File: config.mk
export PLATFORM = sky130hd
export DESIGN_NAME = mbf_framer
export DESIGN_NICKNAME = d
export VERILOG_FILES = /design/src/logic/mbf_pkg.sv /design/src/logic/mbf_crc8.sv /design/src/logic/mbf_sync3.sv /design/src/logic/mbf_framer.sv
export VERILOG_INCLUDE_DIRS = /design/src /design/src/logic
export SDC_FILE = /design/constraint.sdc
export NUM_CORES = 2
export LEC_CHECK = 0
export BUFFER_PORTS_ARGS = -buffer_cell sky130_fd_sc_hd__buf_2
export CAP_MARGIN = 25
export CORE_MARGIN = 3
export CORE_UTILIZATION = 40
export CTS_BUF_LIST = sky130_fd_sc_hd__clkbuf_2 sky130_fd_sc_hd__clkbuf_4 sky130_fd_sc_hd__clkbuf_8
export CTS_CLUSTER_SIZE = 14
export DETAILED_ROUTE_END_ITERATION = 10
export PLACE_DENSITY_LB_ADDON = 0.12
export SLEW_MARGIN = 20
export SYNTH_ARGS = -nofsm -noshare
export SYNTH_HDL_FRONTEND = slang
export SYNTH_SLANG_ARGS = --single-unit
File: constraint.sdc
create_clock -name ref_clk -period 4 [get_ports ref_clk]
set_input_delay 0.8 -clock ref_clk [delete_from_list [all_inputs] [get_ports ref_clk]]
set_output_delay 0.8 -clock ref_clk [all_outputs]
set_load 0.01 [all_outputs]
File: src/logic/mbf_defines.svh
/*
 * constants of the serial frame engine: timing, offsets, codes.
 * assumes a 20 MHz ref_clk; included by its bare name.
 */
// Function
// - crc accumulator starts at all ones
// - data bits xor into low byte
// - shift right, zero in, keep flag
// - flag one means xor with a001
// - eight shift steps for every byte
// - check field sent low byte first
// - frames delimited by 3.5 character silence
// - long gap drops partial frame, restarts
// - bit rates 9600, 19200, 38400 selectable
// - parity none, odd or even selectable
// - station address 1 to 247 only
// - reply only to own station address
// - registers 4x space, bits 0x space
// - code 01 unicast, 10-20 ms answer
// - code 03 unicast, 10-20 ms answer
// - code 05 broadcastable, 10-20 ms answer
// - code 06 broadcastable, 10-50 ms answer
// - code 15 broadcastable, 10-20 ms answer
// - code 16 broadcastable, 10-50 ms per register
// - code 43 unicast, 10-20 ms answer
// - start, 8 data, parity or second stop
// - broadcast executed but never answered
// - parity or syntax fault ignores frame
`ifndef MBF_DEFINES_SVH
`define MBF_DEFINES_SVH
`define MBF_CLK_HZ 20000000
`define MBF_CLK_NS 50
`define MBF_BIT_9600 12'((`MBF_CLK_HZ) / 9600)
`define MBF_BIT_19200 12'((`MBF_CLK_HZ) / 19200)
`define MBF_BIT_38400 12'((`MBF_CLK_HZ) / 38400)
`define MBF_SIL_9600_NS 4010000
`define MBF_SIL_19200_NS 2005000
`define MBF_SIL_38400_NS 1003000
`define MBF_CYC(ns) (((ns) + `MBF_CLK_NS - 1) / `MBF_CLK_NS)
`define MBF_MS_NS 1000000
`define MBF_RSP_MIN_MS 16'd10
`define MBF_RSP_MAX_SHORT_MS 16'd20
`define MBF_RSP_MAX_LONG_MS 16'd50
`define MBF_CRC_INIT 16'hffff
`define MBF_CRC_POLY 16'ha001
`define MBF_MAX_LEN 8'd128
`define MBF_MIN_LEN 8'd4
`define MBF_ADDR_MAX 8'hf7
`define MBF_BCAST 8'h00
`define MBF_FC_RD_BITS 8'h01
`define MBF_FC_RD_REGS 8'h03
`define MBF_FC_WR_BIT 8'h05
`define MBF_FC_WR_REG 8'h06
`define MBF_FC_WR_BITS 8'h0f
`define MBF_FC_WR_REGS 8'h10
`define MBF_FC_DEV_ID 8'h2b
`define MBF_IDX_FC 7'd1
`define MBF_IDX_QTY_LO 7'd5
`define MBF_OFF_CTRL 5'h00
`define MBF_OFF_STAT 5'h04
`define MBF_OFF_RXIDX 5'h08
`define MBF_OFF_RXDAT 5'h0c
`define MBF_OFF_TXDAT 5'h10
`define MBF_OFF_TXCMD 5'h14
`define MBF_CMD_SEND 0
`define MBF_CMD_DROP 1
`define MBF_RESP_OK 2'b00
`define MBF_RESP_ERR 2'b10
`endif

File: src/logic/mbf_pkg.sv
/*
 * types of the serial frame engine.
 * assumes nothing beyond the defines header.
 */
package mbf_pkg;
  // software control word
  typedef struct packed {
    logic [18:0] unused;
    logic en;          // engine enable
    logic [1:0] par;   // 0 none, 1 odd, 2 even
    logic [1:0] baud;  // 0 9600, 1 19200, else 38400
    logic [7:0] addr;  // station address
  } mbf_ctrl_t;
  // status word
  typedef struct packed {
    logic [7:0] fc;
    logic [7:0] len;
    logic [1:0] unused;
    logic late;
    logic tx_busy;
    logic bcast;
    logic par_err;
    logic crc_err;
    logic pending;
  } mbf_stat_t;
  typedef enum logic [4:0] {
    MBF_IDLE = 5'b00001,
    MBF_START = 5'b00010,
    MBF_DATA = 5'b00100,
    MBF_PAR = 5'b01000,
    MBF_STOP = 5'b10000
  } mbf_ser_t;
endpackage

File: src/logic/mbf_crc8.sv
/*
 * one byte of crc-16 update, purely combinational.
 * assumes the caller holds the accumulator.
 */
`timescale 1ns/10ps
`include "mbf_defines.svh"
module mbf_crc8 (
  input wire logic [15:0] crc_in,
  input wire logic [7:0] data,
  output logic [15:0] crc_out
);
  // eight shift steps, flag decides the polynomial xor
  always_comb begin
    logic [15:0] c;
    logic flag;
    c = crc_in ^ {8'h00, data};
    flag = 1'b0;
    for (int i = 0; i < 8; i++) begin
      flag = c[0];
      c = {1'b0, c[15:1]};
      if (flag) begin
        c = c ^ `MBF_CRC_POLY;
      end
    end
    crc_out = c;
  end
endmodule

File: src/logic/mbf_sync3.sv
/*
 * three-stage synchroniser with agreement filter for a pin.
 * assumes the pin is asynchronous to ref_clk.
 */
`timescale 1ns/10ps
module mbf_sync3 (
  input wire logic ref_clk,
  input wire logic rst,
  input wire logic ce,
  input wire logic din,
  output logic dout
);
  logic s1; // metastable stage, read only by s2
  logic s2;
  logic s3;
  // idle line is high, so reset to one
  always_ff @(posedge ref_clk) begin
    if (rst) begin
      s1 <= 1'b1;
      s2 <= 1'b1;
      s3 <= 1'b1;
      dout <= 1'b1;
    end else if (ce) begin
      s1 <= din;
      s2 <= s1;
      s3 <= s2;
      if (s2 == s3) begin
        dout <= s3;
      end
    end
  end
endmodule

File: src/logic/mbf_framer.sv
/*
 * rtu slave frame engine: serial receive and transmit, silence framing,
 * crc check and generation, address and function filter, reply timing,
 * axi4-lite register slave.
 * assumes one ref_clk domain at 20 MHz and software that builds replies.
 */
`timescale 1ns/10ps
`include "mbf_defines.svh"
module mbf_framer #(
  parameter int SIL_9600_CYC = `MBF_CYC(`MBF_SIL_9600_NS),
  parameter int SIL_19200_CYC = `MBF_CYC(`MBF_SIL_19200_NS),
  parameter int SIL_38400_CYC = `MBF_CYC(`MBF_SIL_38400_NS),
  parameter int MS_CYC = `MBF_CYC(`MBF_MS_NS)
) (
  input wire logic ref_clk,
  input wire logic rst,
  input wire logic ce,
  input wire logic rxd,
  output logic txd,
  output logic tx_en,
  input wire logic [4:0] s_axi_awaddr,
  input wire logic s_axi_awvalid,
  output logic s_axi_awready,
  input wire logic [31:0] s_axi_wdata,
  input wire logic [3:0] s_axi_wstrb,
  input wire logic s_axi_wvalid,
  output logic s_axi_wready,
  output logic [1:0] s_axi_bresp,
  output logic s_axi_bvalid,
  input wire logic s_axi_bready,
  input wire logic [4:0] s_axi_araddr,
  input wire logic s_axi_arvalid,
  output logic s_axi_arready,
  output logic [31:0] s_axi_rdata,
  output logic [1:0] s_axi_rresp,
  output logic s_axi_rvalid,
  input wire logic s_axi_rready
);
  import mbf_pkg::*;

  mbf_ctrl_t ctrl; // software settings
  mbf_stat_t stat; // engine status
  logic [7:0] rx_buf [0:127]; // received frame
  logic [7:0] tx_buf [0:127]; // reply body from software
  logic rx_lvl; // filtered line level
  mbf_ser_t rx_st;
  mbf_ser_t tx_st;
  logic [11:0] rx_cnt;
  logic [11:0] tx_cnt;
  logic [2:0] rx_bit;
  logic [2:0] tx_bit;
  logic [7:0] rx_sh;
  logic rx_pok; // running parity check
  logic rx_stb; // byte received, one cycle
  logic rx_perr; // byte had parity or stop fault
  logic [16:0] sil_cnt;
  logic fr_act; // a frame is being collected
  logic fr_bad;
  logic [7:0] fr_len;
  logic [15:0] rx_crc;
  logic [15:0] rx_crc_nx;
  logic fr_end; // silence closed a frame
  logic [15:0] tx_crc;
  logic [15:0] tx_crc_nx;
  logic [7:0] tx_len;
  logic [7:0] tx_pos;
  logic [7:0] tx_byte;
  logic tx_par;
  logic tx_stop2;
  logic tx_go; // send requested, waiting for minimum delay
  logic [16:0] ms_cnt;
  logic [15:0] rsp_ms; // ms since frame accepted
  logic [15:0] rsp_max;
  logic [6:0] rx_idx;
  logic aw_got;
  logic w_got;
  logic [4:0] aw_a;
  logic [31:0] w_d;
  logic wr_do;
  logic [11:0] bit_lim;
  logic [16:0] sil_lim;
  logic fc_ok;
  logic fc_bc;
  logic addr_ok;
  logic [7:0] fc;

  mbf_sync3 u_sync (
    .ref_clk(ref_clk),
    .rst(rst),
    .ce(ce),
    .din(rxd),
    .dout(rx_lvl)
  );
  mbf_crc8 u_rxcrc (
    .crc_in(rx_crc),
    .data(rx_sh),
    .crc_out(rx_crc_nx)
  );
  mbf_crc8 u_txcrc (
    .crc_in(tx_crc),
    .data(w_d[7:0]),
    .crc_out(tx_crc_nx)
  );

  // rate-dependent counts, all from the one clock
  always_comb begin
    case (ctrl.baud)
      2'd0: begin
        bit_lim = `MBF_BIT_9600;
        sil_lim = 17'(SIL_9600_CYC);
      end
      2'd1: begin
        bit_lim = `MBF_BIT_19200;
        sil_lim = 17'(SIL_19200_CYC);
      end
      default: begin
        bit_lim = `MBF_BIT_38400;
        sil_lim = 17'(SIL_38400_CYC);
      end
    endcase
  end

  // function filter; bits in 0x space, registers in 4x space
  assign fc = rx_buf[`MBF_IDX_FC];
  always_comb begin
    fc_ok = 1'b1;
    fc_bc = 1'b0;
    case (fc)
      `MBF_FC_RD_BITS, `MBF_FC_RD_REGS, `MBF_FC_DEV_ID: fc_bc = 1'b0;
      `MBF_FC_WR_BIT, `MBF_FC_WR_REG: fc_bc = 1'b1;
      `MBF_FC_WR_BITS, `MBF_FC_WR_REGS: fc_bc = 1'b1;
      default: fc_ok = 1'b0; // unknown code counts as a syntax fault
    endcase
  end
  // station must be in range to answer anything but broadcast
  assign addr_ok = (rx_buf[0] == ctrl.addr) && (ctrl.addr != `MBF_BCAST)
    && (ctrl.addr <= `MBF_ADDR_MAX);

  // answer deadline: code 16 scales with register count
  always_comb begin
    case (stat.fc)
      `MBF_FC_WR_REG: rsp_max = `MBF_RSP_MAX_LONG_MS;
      `MBF_FC_WR_REGS: rsp_max = 16'(`MBF_RSP_MAX_LONG_MS * rx_buf[`MBF_IDX_QTY_LO]);
      default: rsp_max = `MBF_RSP_MAX_SHORT_MS;
    endcase
  end

  // serial receiver, half-bit start check then mid-bit sampling
  always_ff @(posedge ref_clk) begin
    if (rst) begin
      rx_st <= MBF_IDLE;
      rx_cnt <= 12'h000;
      rx_bit <= 3'h0;
      rx_sh <= 8'h00;
      rx_pok <= 1'b0;
      rx_stb <= 1'b0;
      rx_perr <= 1'b0;
    end else if (ce) begin
      rx_stb <= 1'b0;
      rx_cnt <= rx_cnt + 12'h001;
      case (rx_st)
        MBF_IDLE: begin
          rx_cnt <= 12'h000;
          if (!rx_lvl && ctrl.en && !tx_en) begin
            rx_st <= MBF_START;
          end
        end
        MBF_START: begin
          if (rx_cnt == (bit_lim >> 1)) begin
            rx_cnt <= 12'h000;
            rx_bit <= 3'h0;
            rx_pok <= ctrl.par[0]; // odd parity starts at one
            // a glitch shorter than half a bit is not a start
            rx_st <= rx_lvl ? MBF_IDLE : MBF_DATA;
          end
        end
        MBF_DATA: begin
          if (rx_cnt == bit_lim) begin
            rx_cnt <= 12'h000;
            rx_sh <= {rx_lvl, rx_sh[7:1]};
            rx_pok <= rx_pok ^ rx_lvl;
            rx_bit <= rx_bit + 3'h1;
            if (rx_bit == 3'h7) begin
              rx_st <= (ctrl.par == 2'd0) ? MBF_STOP : MBF_PAR;
            end
          end
        end
        MBF_PAR: begin
          if (rx_cnt == bit_lim) begin
            rx_cnt <= 12'h000;
            rx_pok <= rx_pok ^ rx_lvl;
            rx_st <= MBF_STOP;
          end
        end
        MBF_STOP: begin
          if (rx_cnt == bit_lim) begin
            rx_stb <= 1'b1;
            // a missing stop bit is treated like a parity fault
            rx_perr <= (ctrl.par != 2'd0 && rx_pok) || !rx_lvl;
            rx_st <= MBF_IDLE;
          end
        end
        default: rx_st <= MBF_IDLE;
      endcase
    end
  end

  // silence timer, held at zero while the receiver is busy with a character
  always_ff @(posedge ref_clk) begin
    if (rst) begin
      sil_cnt <= 17'h00000;
    end else if (ce) begin
      if (rx_st != MBF_IDLE) begin
        sil_cnt <= 17'h00000;
      end else if (sil_cnt != sil_lim) begin
        sil_cnt <= sil_cnt + 17'h00001;
      end
    end
  end
  assign fr_end = fr_act && (sil_cnt == sil_lim) && (rx_st == MBF_IDLE);

  // frame collection; a long gap closes it, next byte opens a new one
  always_ff @(posedge ref_clk) begin
    if (rst) begin
      fr_act <= 1'b0;
      fr_bad <= 1'b0;
      fr_len <= 8'h00;
      rx_crc <= `MBF_CRC_INIT;
    end else if (ce) begin
      if (rx_stb) begin
        fr_act <= 1'b1;
        if (fr_len == `MBF_MAX_LEN || rx_perr || stat.pending) begin
          fr_bad <= 1'b1;
        end else begin
          fr_len <= fr_len + 8'h01;
          rx_crc <= rx_crc_nx;
        end
      end else if (fr_end) begin
        fr_act <= 1'b0;
        fr_bad <= 1'b0;
        fr_len <= 8'h00;
        rx_crc <= `MBF_CRC_INIT;
      end
    end
  end

  // receive buffer; frozen while a frame waits for software
  always_ff @(posedge ref_clk) begin
    if (ce && rx_stb && !stat.pending && fr_len != `MBF_MAX_LEN) begin
      rx_buf[fr_len[6:0]] <= rx_sh;
    end
  end

  // frame verdict, errors and reply timing
  always_ff @(posedge ref_clk) begin
    if (rst) begin
      stat <= '0;
      ms_cnt <= 17'h00000;
      rsp_ms <= 16'h0000;
    end else if (ce) begin
      ms_cnt <= (ms_cnt == 17'(MS_CYC - 1)) ? 17'h00000 : ms_cnt + 17'h00001;
      if (ms_cnt == 17'(MS_CYC - 1) && rsp_ms != 16'hffff) begin
        rsp_ms <= rsp_ms + 16'h0001;
      end
      stat.tx_busy <= tx_en;
      if (wr_do && aw_a == `MBF_OFF_STAT) begin
        stat.crc_err <= 1'b0;
        stat.par_err <= 1'b0;
        stat.late <= 1'b0;
      end
      if (wr_do && aw_a == `MBF_OFF_TXCMD && w_d[`MBF_CMD_DROP]) begin
        stat.pending <= 1'b0; // broadcast done or request abandoned
      end
      if (wr_do && aw_a == `MBF_OFF_TXCMD && w_d[`MBF_CMD_SEND] && rsp_ms > rsp_max) begin
        stat.late <= 1'b1;
      end
      if (tx_st == MBF_STOP && tx_cnt == bit_lim && !tx_stop2
          && tx_pos == tx_len + 8'h01) begin
        stat.pending <= 1'b0;
      end
      if (fr_end && fr_bad) begin
        stat.par_err <= 1'b1;
      end else if (fr_end && fr_len >= `MBF_MIN_LEN && rx_crc != 16'h0000) begin
        stat.crc_err <= 1'b1;
      end else if (fr_end && fr_len >= `MBF_MIN_LEN && fc_ok
                   && (addr_ok || (rx_buf[0] == `MBF_BCAST && fc_bc))) begin
        stat.pending <= 1'b1;
        stat.bcast <= (rx_buf[0] == `MBF_BCAST);
        stat.len <= fr_len;
        stat.fc <= fc;
        rsp_ms <= 16'h0000;
        ms_cnt <= 17'h00000;
      end
    end
  end

  // reply assembly; the check field accumulates as bytes are written
  always_ff @(posedge ref_clk) begin
    if (rst) begin
      tx_len <= 8'h00;
      tx_crc <= `MBF_CRC_INIT;
      tx_go <= 1'b0;
    end else if (ce) begin
      if (wr_do && aw_a == `MBF_OFF_TXDAT && !tx_en && tx_len != `MBF_MAX_LEN - 8'h02) begin
        tx_len <= tx_len + 8'h01;
        tx_crc <= tx_crc_nx;
      end
      if (wr_do && aw_a == `MBF_OFF_TXCMD && w_d[`MBF_CMD_SEND]
          && stat.pending && !stat.bcast) begin
        tx_go <= 1'b1;
      end
      if (tx_go && rsp_ms >= `MBF_RSP_MIN_MS) begin
        tx_go <= 1'b0;
      end
      if (!stat.pending && !tx_go && !tx_en) begin
        tx_len <= 8'h00;
        tx_crc <= `MBF_CRC_INIT;
      end
    end
  end
  always_ff @(posedge ref_clk) begin
    if (ce && wr_do && aw_a == `MBF_OFF_TXDAT && !tx_en) begin
      tx_buf[tx_len[6:0]] <= w_d[7:0];
    end
  end

  // body bytes, then check field low byte first
  always_comb begin
    if (tx_pos == tx_len) begin
      tx_byte = tx_crc[7:0];
    end else if (tx_pos == tx_len + 8'h01) begin
      tx_byte = tx_crc[15:8];
    end else begin
      tx_byte = tx_buf[tx_pos[6:0]];
    end
  end

  // serial transmitter; driver enable covers the whole reply
  always_ff @(posedge ref_clk) begin
    if (rst) begin
      tx_st <= MBF_IDLE;
      tx_cnt <= 12'h000;
      tx_bit <= 3'h0;
      tx_pos <= 8'h00;
      tx_par <= 1'b0;
      tx_stop2 <= 1'b0;
      txd <= 1'b1;
      tx_en <= 1'b0;
    end else if (ce) begin
      tx_cnt <= tx_cnt + 12'h001;
      case (tx_st)
        MBF_IDLE: begin
          tx_cnt <= 12'h000;
          txd <= 1'b1;
          if (tx_go && rsp_ms >= `MBF_RSP_MIN_MS) begin
            tx_en <= 1'b1;
            tx_pos <= 8'h00;
            tx_st <= MBF_START;
            txd <= 1'b0;
          end else begin
            tx_en <= 1'b0;
          end
        end
        MBF_START: begin
          if (tx_cnt == bit_lim) begin
            tx_cnt <= 12'h000;
            tx_bit <= 3'h0;
            txd <= tx_byte[0];
            tx_par <= ctrl.par[0] ^ tx_byte[0];
            tx_st <= MBF_DATA;
          end
        end
        MBF_DATA: begin
          if (tx_cnt == bit_lim) begin
            tx_cnt <= 12'h000;
            tx_bit <= tx_bit + 3'h1;
            if (tx_bit == 3'h7) begin
              tx_stop2 <= (ctrl.par == 2'd0);
              txd <= (ctrl.par == 2'd0) ? 1'b1 : tx_par;
              tx_st <= (ctrl.par == 2'd0) ? MBF_STOP : MBF_PAR;
            end else begin
              txd <= tx_byte[tx_bit + 3'h1];
              tx_par <= tx_par ^ tx_byte[tx_bit + 3'h1];
            end
          end
        end
        MBF_PAR: begin
          if (tx_cnt == bit_lim) begin
            tx_cnt <= 12'h000;
            txd <= 1'b1;
            tx_st <= MBF_STOP;
          end
        end
        MBF_STOP: begin
          if (tx_cnt == bit_lim && tx_stop2) begin
            tx_cnt <= 12'h000;
            tx_stop2 <= 1'b0; // second stop bit without parity
          end else if (tx_cnt == bit_lim) begin
            tx_cnt <= 12'h000;
            tx_pos <= tx_pos + 8'h01;
            if (tx_pos == tx_len + 8'h01) begin
              tx_st <= MBF_IDLE;
            end else begin
              txd <= 1'b0;
              tx_st <= MBF_START;
            end
          end
        end
        default: tx_st <= MBF_IDLE;
      endcase
    end
  end

  // axi4-lite write: address and data taken in either order
  assign s_axi_awready = !aw_got;
  assign s_axi_wready = !w_got;
  assign wr_do = aw_got && w_got && !s_axi_bvalid;
  always_ff @(posedge ref_clk) begin
    if (rst) begin
      aw_got <= 1'b0;
      w_got <= 1'b0;
      aw_a <= 5'h00;
      w_d <= 32'h00000000;
      s_axi_bvalid <= 1'b0;
      s_axi_bresp <= `MBF_RESP_OK;
      ctrl <= '0;
      rx_idx <= 7'h00;
    end else if (ce) begin
      if (s_axi_awvalid && !aw_got) begin
        aw_got <= 1'b1;
        aw_a <= {s_axi_awaddr[4:2], 2'b00};
      end
      if (s_axi_wvalid && !w_got) begin
        w_got <= 1'b1;
        w_d <= s_axi_wdata;
      end
      if (s_axi_bvalid && s_axi_bready) begin
        s_axi_bvalid <= 1'b0;
      end
      if (wr_do) begin
        aw_got <= 1'b0;
        w_got <= 1'b0;
        s_axi_bvalid <= 1'b1;
        s_axi_bresp <= (aw_a > `MBF_OFF_TXCMD) ? `MBF_RESP_ERR : `MBF_RESP_OK;
        if (aw_a == `MBF_OFF_CTRL) begin
          // byte lanes honoured only for the control word
          for (int b = 0; b < 4; b++) begin
            if (s_axi_wstrb[b]) begin
              ctrl[b*8 +: 8] <= w_d[b*8 +: 8];
            end
          end
        end
        if (aw_a == `MBF_OFF_RXIDX) begin
          rx_idx <= w_d[6:0];
        end
      end
    end
  end

  // axi4-lite read: one word per request, unmapped answers slverr
  assign s_axi_arready = !s_axi_rvalid;
  always_ff @(posedge ref_clk) begin
    if (rst) begin
      s_axi_rvalid <= 1'b0;
      s_axi_rdata <= 32'h00000000;
      s_axi_rresp <= `MBF_RESP_OK;
    end else if (ce) begin
      if (s_axi_rvalid && s_axi_rready) begin
        s_axi_rvalid <= 1'b0;
      end else if (s_axi_arvalid) begin
        s_axi_rvalid <= 1'b1;
        s_axi_rresp <= `MBF_RESP_OK;
        case ({s_axi_araddr[4:2], 2'b00})
          `MBF_OFF_CTRL: s_axi_rdata <= ctrl;
          `MBF_OFF_STAT: s_axi_rdata <= {8'h00, stat};
          `MBF_OFF_RXIDX: s_axi_rdata <= {25'h0000000, rx_idx};
          `MBF_OFF_RXDAT: s_axi_rdata <= {24'h000000, rx_buf[rx_idx]};
          `MBF_OFF_TXDAT: s_axi_rdata <= {24'h000000, tx_len};
          `MBF_OFF_TXCMD: s_axi_rdata <= {16'h0000, rsp_ms};
          default: begin
            s_axi_rdata <= 32'h00000000;
            s_axi_rresp <= `MBF_RESP_ERR;
          end
        endcase
      end
    end
  end

  // checks
  a_crc_restart:
    assert property (@(posedge ref_clk) disable iff (rst)
      ce && fr_end && !rx_stb |=> rx_crc == `MBF_CRC_INIT)
    else $error("crc not preloaded after frame end");
  a_silence_end:
    assert property (@(posedge ref_clk) disable iff (rst)
      fr_end |-> sil_cnt == sil_lim && $past(rx_st) == MBF_IDLE)
    else $error("frame closed without full silence");
  a_addr_filter:
    assert property (@(posedge ref_clk) disable iff (rst)
      $rose(stat.pending) |-> rx_buf[0] == ctrl.addr || rx_buf[0] == `MBF_BCAST)
    else $error("frame accepted for foreign address");
  a_bcast_codes:
    assert property (@(posedge ref_clk) disable iff (rst)
      $rose(stat.pending) && stat.bcast |-> stat.fc inside {`MBF_FC_WR_BIT,
        `MBF_FC_WR_REG, `MBF_FC_WR_BITS, `MBF_FC_WR_REGS})
    else $error("broadcast accepted for read code");
  a_bcast_silent:
    assert property (@(posedge ref_clk) disable iff (rst)
      stat.pending && stat.bcast |-> !$rose(tx_en))
    else $error("reply sent to broadcast");
  a_reply_delay:
    assert property (@(posedge ref_clk) disable iff (rst)
      $rose(tx_en) |-> $past(rsp_ms) >= `MBF_RSP_MIN_MS && !txd)
    else $error("reply started before minimum delay");
  a_parity_drop:
    assert property (@(posedge ref_clk) disable iff (rst)
      ce && fr_end && fr_bad |=> !$rose(stat.pending) && stat.par_err)
    else $error("faulty frame accepted");
  a_crc_drop:
    assert property (@(posedge ref_clk) disable iff (rst)
      ce && fr_end && !fr_bad && fr_len >= `MBF_MIN_LEN && rx_crc != 16'h0000
        |=> stat.crc_err && !$rose(stat.pending))
    else $error("bad check field not discarded");
endmodule

Yosys cells after proc, flatten, opt, wreduce, memory -nomap -nowiden
Memory sizes are Yosys's and may differ from the RTL's. A register that Yosys moved wholly into a read port is not among the register bits.
Index checks and enable logic that the tools add are counted.

word-level totals
  input port bits = 55
  output and inout bits = 43
  memories = 2
  word-level logic and storage cells = 421
  flip-flop bits (word level) = 304
  memory bits (writable) = 2048

cells by class
  eq/ne operators = 65
  bitwise operators = 24
  order comparisons = 6
  mux-type cells = 138
  reduce and logical (&&, ||, !) cells = 121
  add/sub/neg operators = 10
  $mul = 1

memory list
  name    words  bits a word  rd ports  clocked after memory_dff  wr ports  line              RTL
  rx_buf  128    8            4         1                         1         mbf_framer.sv:43  logic [7:0] rx_buf [0:127];
  tx_buf  128    8            1         1                         1         mbf_framer.sv:44  logic [7:0] tx_buf [0:127];

operator list
  cell                                           count
  two-way mux 16 bit                             25
  one-hot mux 32 bit (6 select lines)            1
  two-way mux 17 bit                             6
  two-way mux 8 bit                              10
  one-hot mux 12 bit (3 select lines)            2
  two-way mux 5 bit                              14
  one-hot mux 5 bit (5 select lines)             2
  two-way mux 1 bit                              49
  two-way mux 12 bit                             4
  inverter 2 -> 3 bit                            16
  logical AND 1 bit                              43
  adder 17 x 1 -> 17 bit, second input constant  2
  one-hot mux 17 bit (2 select lines)            1
  AND reduction 4 bit                            8
  nonzero test 2 bit                             16
  XOR 16 x 8 -> 16 bit                           2
  != test 2 bit, second input constant           15
  AND reduction 2 bit                            15
  two-way mux 7 bit                              4
  one-hot mux 14 bit (2 select lines)            1
  adder 12 x 1 -> 12 bit, second input constant  2
  adder 8 x 1 -> 8 bit, second input constant    3
  == test 12 bit                                 2
  == test 8 x 3 -> 1 bit, second input constant  3
  other kinds (63)                               119

Logic depth before layout (Yosys ltp)
  depth after elaboration = 19
  mapped depth = 20
  gate-level depth less buffers = 20

Cells and area by module
From an unflattened synthesis, not the netlist that was laid out.

second synthesis, totals
  cells, all modules = 5391
  area total of the unflattened synthesis = 94973.6 µm²

modules (own cells, without submodules)
  module      area an instance (µm²)  sequential area each (µm²)  cells an instance  times used
  mbf_framer  94323.0                 67745.0                     5324               1
  mbf_crc8    251.5                   0.0                         26                 2
  mbf_sync3   147.6                   80.1                        15                 1

Worst setup path after synthesis
OpenSTA, ideal clock, no wires.

  path kind = reg-to-reg
  start point = memory rx_buf[5][2]
  end point = register stat[5] (netlist name)
  library setup time = 70 ps
  buffers on the path = 0
  clock period less this slack = 3985 ps
  arrival time = 3914 ps
  data required time = 3930 ps
  cell stages (with the launch flop) = 20
  slack = 15 ps
  path through = edfxtp_1 ha_1 ha_1 fa_1 ha_1 nor2b_1 o21ai_0 nand2b_1 a21oi_1 o21bai_1 a21o_1 a21oi_1 xnor2_1 nand2_1 ha_1 nand2_1 nor4_1 o21ai_0 a221o_1 a21oi_1

RTL lines
  element      line              RTL
  from (decl)  mbf_framer.sv:43
  to (decl)    mbf_framer.sv:42  mbf_stat_t stat;

==> run metrics <==
outcome finished, violations left; failing checks negative setup slack; WS Path Type reg -> reg; Hold Fails Final Rpt 0; Port-buffer cells 91; Worst Setup End Kind flop; Post-DP HPWL 162,000 um; final instance area 111,000 um2; DRT iter0 DRCs 5,030; initial antenna violation count 8; Filler Cell Count 20,300; sequential-to-total area share from yosys stat 71.5%; CTS H-tree lvls 5; yosys warns 0; CP startpoint kind flop; drt wl/cell 26.6 um; I/O pin total 98; Final Total Pwr 48,200 uW; clk_lat worst skew 1110 ps; Worst Path Arrival 5020 ps; P per Cell Area 433 nW/um2; Post-Synthesis Cells 5,347; Max-Cap Viols 0; final wirelength 255,000 um; share of layout cells above drive strength 1 30.4%; Post-synth ARST share 0%; Post-synth top flop edfxtp_1; Post-Place Setup Slack -293 ps; initial core utilization 40.3%; Reg area 67,900 um2; CTS tree yes; dpl cells 8,828; Synth-to-Final Area Change 17.1%; vias in the first global route 53,000; post-synthesis cell type count 84; Fmax 0.249 GHz; Final Core Density 47.2%; total die area 243,000 um2; fin. max-slew vios 0; peak supply drop 0.270 mV; vias per cell 5.47; Pre-Repair DR Iteration Count 6; Avg Inst Size Synth 17.8 um2; # DRC 0; CP required 5010 ps; Post-synth EDFFs 2,048; clk_skew 121 ps; first-pass GRT wire length 371,000 um; via count 52,600; gr usage total 20.7%; Std-Cell Core Area 236,000 um2; crit path time final 4010 ps; RR Startpoint rx_buf[5][2]; Worst Path Max Fanout 3; R2R Setup Slk -10 ps; multi-input logic area 25,800 um2; Rows 178; Num CTS Buffers 408; RSZ-0062 raised after global routing true; Worst Hold Class in -> reg; Die Y 493 um; Max Root-Sink Buffers 4; Cell Area, Synth 94,900 um2; clk slew on worst S/H paths 60 ps; Critical path origin rx_buf[5][2]; Final period util 100%; # setup viols final 1; die width 493 um; Yosys reg bits 2,364; crit path to stat[5]; worst slew pin tran 1000 ps; grt total ovfl 0; Routed Antenna Nets 0; Relative slew margins 32.9%; NumNets Final 6,266; largest net degree at the start of global routing 174; Finished Layout Cells 9,606; FF-to-FF path depth 19; TritonCTS Sinks 2,364; GP Congestion 0.828; CTS root buffer clkbuf_8; Static Leak 0.0379 uW; placed inst area 103,000 um2; worst r2r dst stat[5]; Final WS setup -9.55 ps
metrics by stage:
stage	hold WS [ps]	setup TNS, ps
floorplan	430	0
global placement	441	-338
detailed placement	448	-293
CTS	15.1	-46.1
global route	56.6	-246
finish	126	-9.55
routing by layer:
metal	global-route usage, %	part of all wire, %	vias up
met5	0	0.0055	-
met4	5.28	2.3	2
met3	3.51	5.8	418
met2	32.4	47	1605
met1	30.2	45	27500
li1	-	-	23000
what timing repair did:
action	CTS	global route
setup endpoints to repair	1	3
pin swaps	11	11
hold buffers	47	0
hold endpoints to repair	69	0
cloned	0	3
resized for setup	11	18
setup buffers	4	7
layout make-up:
cell class                      instances  share of cell area (%)
Timing Repair Buffer                  698                    5.12
Antenna cell                            6                  0.0135
Clock buffer                          561                    6.21
Clock inverter                        148                   0.708
Multi-Input combinational cell       2635                    23.2
Sequential cell                      2364                    61.1
Inverter                               44                   0.150
Tap cell                             3150                    3.54
worst max-delay path, stage by stage (launching register included):
cell      delay (ps)
edfxtp_1         480
ha_4             320
ha_4             190
fa_1             530
ha_4             220
nor2b_1          120
o21ai_1          140
nand2b_1         100
a21oi_2          140
o21bai_2         100
a21o_1           170
a21oi_2          130
xnor2_1          130
nand2_1          110
ha_4             300
nand2_1           60
nor4_2           170
o21ai_1          100
a221o_1          360
a21oi_2          110
worst min path at each step:
stage,slack [ps],start,endpoint,cells past startpoint
2_1_floorplan,430,u_sync.s3,u_sync.s3,2
3_3_place_gp,440,rx_bit[1],rx_bit[1],2
3_5_place_dp,450,w_d[30],w_d[30],2
4_1_cts,20,s_axi_wstrb[0],ctrl[5],3
5_1_grt,60,s_axi_wstrb[0],ctrl[1],3
6_report,130,s_axi_wstrb[0],ctrl[5],3
kinds of logic after synthesis:
kind of cell | Yosys count | share of synthesized area, %
xor+xnor | 137 | 1.26
other cells | 1 | 0.00395
mux | 730 | 15.8
simple gates | 1247 | 6.04
buf+inv | 349 | 1.60
compound gates | 459 | 2.99
flops | 2364 | 71.5
fa+ha+maj | 60 | 0.815
registers in the layout (all words and copies together), names as in the netlist, 17 cells and up, named ones only:
signal / count
rx_buf: 1024
tx_buf: 1024
ctrl: 32
s_axi_rdata: 32
w_d: 32
stat: 22
ms_cnt: 17
sil_cnt: 17
cell usage in the layout (no fill, tap or decap), drive strengths merged, types with 31 or more instances in the layout:
cell type | netlist | layout
a21oi | 174 | 174
a22oi | 32 | 32
and3 | 49 | 49
buf | 116 | 648
clkbuf | 189 | 564
clkinv | 2 | 137
dfxtp | 316 | 316
dlygate4sd3 | 0 | 47
edfxtp | 2048 | 2048
ha | 57 | 57
inv | 42 | 46
mux2i | 105 | 105
mux4 | 616 | 616
nand2 | 292 | 292
nand3 | 145 | 145
nand4 | 35 | 35
nor2 | 498 | 498
nor2b | 31 | 31
nor3 | 44 | 44
o21ai | 99 | 99
xnor2 | 63 | 63
xor2 | 74 | 74
Yosys cell counts, types with 57 or more instances:
master | number | area [um2]
edfxtp_1 | 2048 | 61500
mux4_2 | 616 | 13900
dfxtp_1 | 316 | 6330
xor2_1 | 74 | 648
xnor2_1 | 63 | 552
o21ai_0 | 96 | 480
a21oi_1 | 174 | 871
clkbuf_1 | 189 | 709
nand2_1 | 292 | 1100
ha_1 | 57 | 713
nor2_1 | 498 | 1870
nand3_1 | 145 | 726
mux2i_1 | 105 | 1050
where the power goes:
group / total [uW] / switching [uW] / internal [uW]
sequential: 26600 / 63.5 / 26600
clock: 21000 / 9620 / 11400
combinational: 542 / 388 / 154
total: 48200 / 10100 / 38100
(Power assumes the default switching activity.)
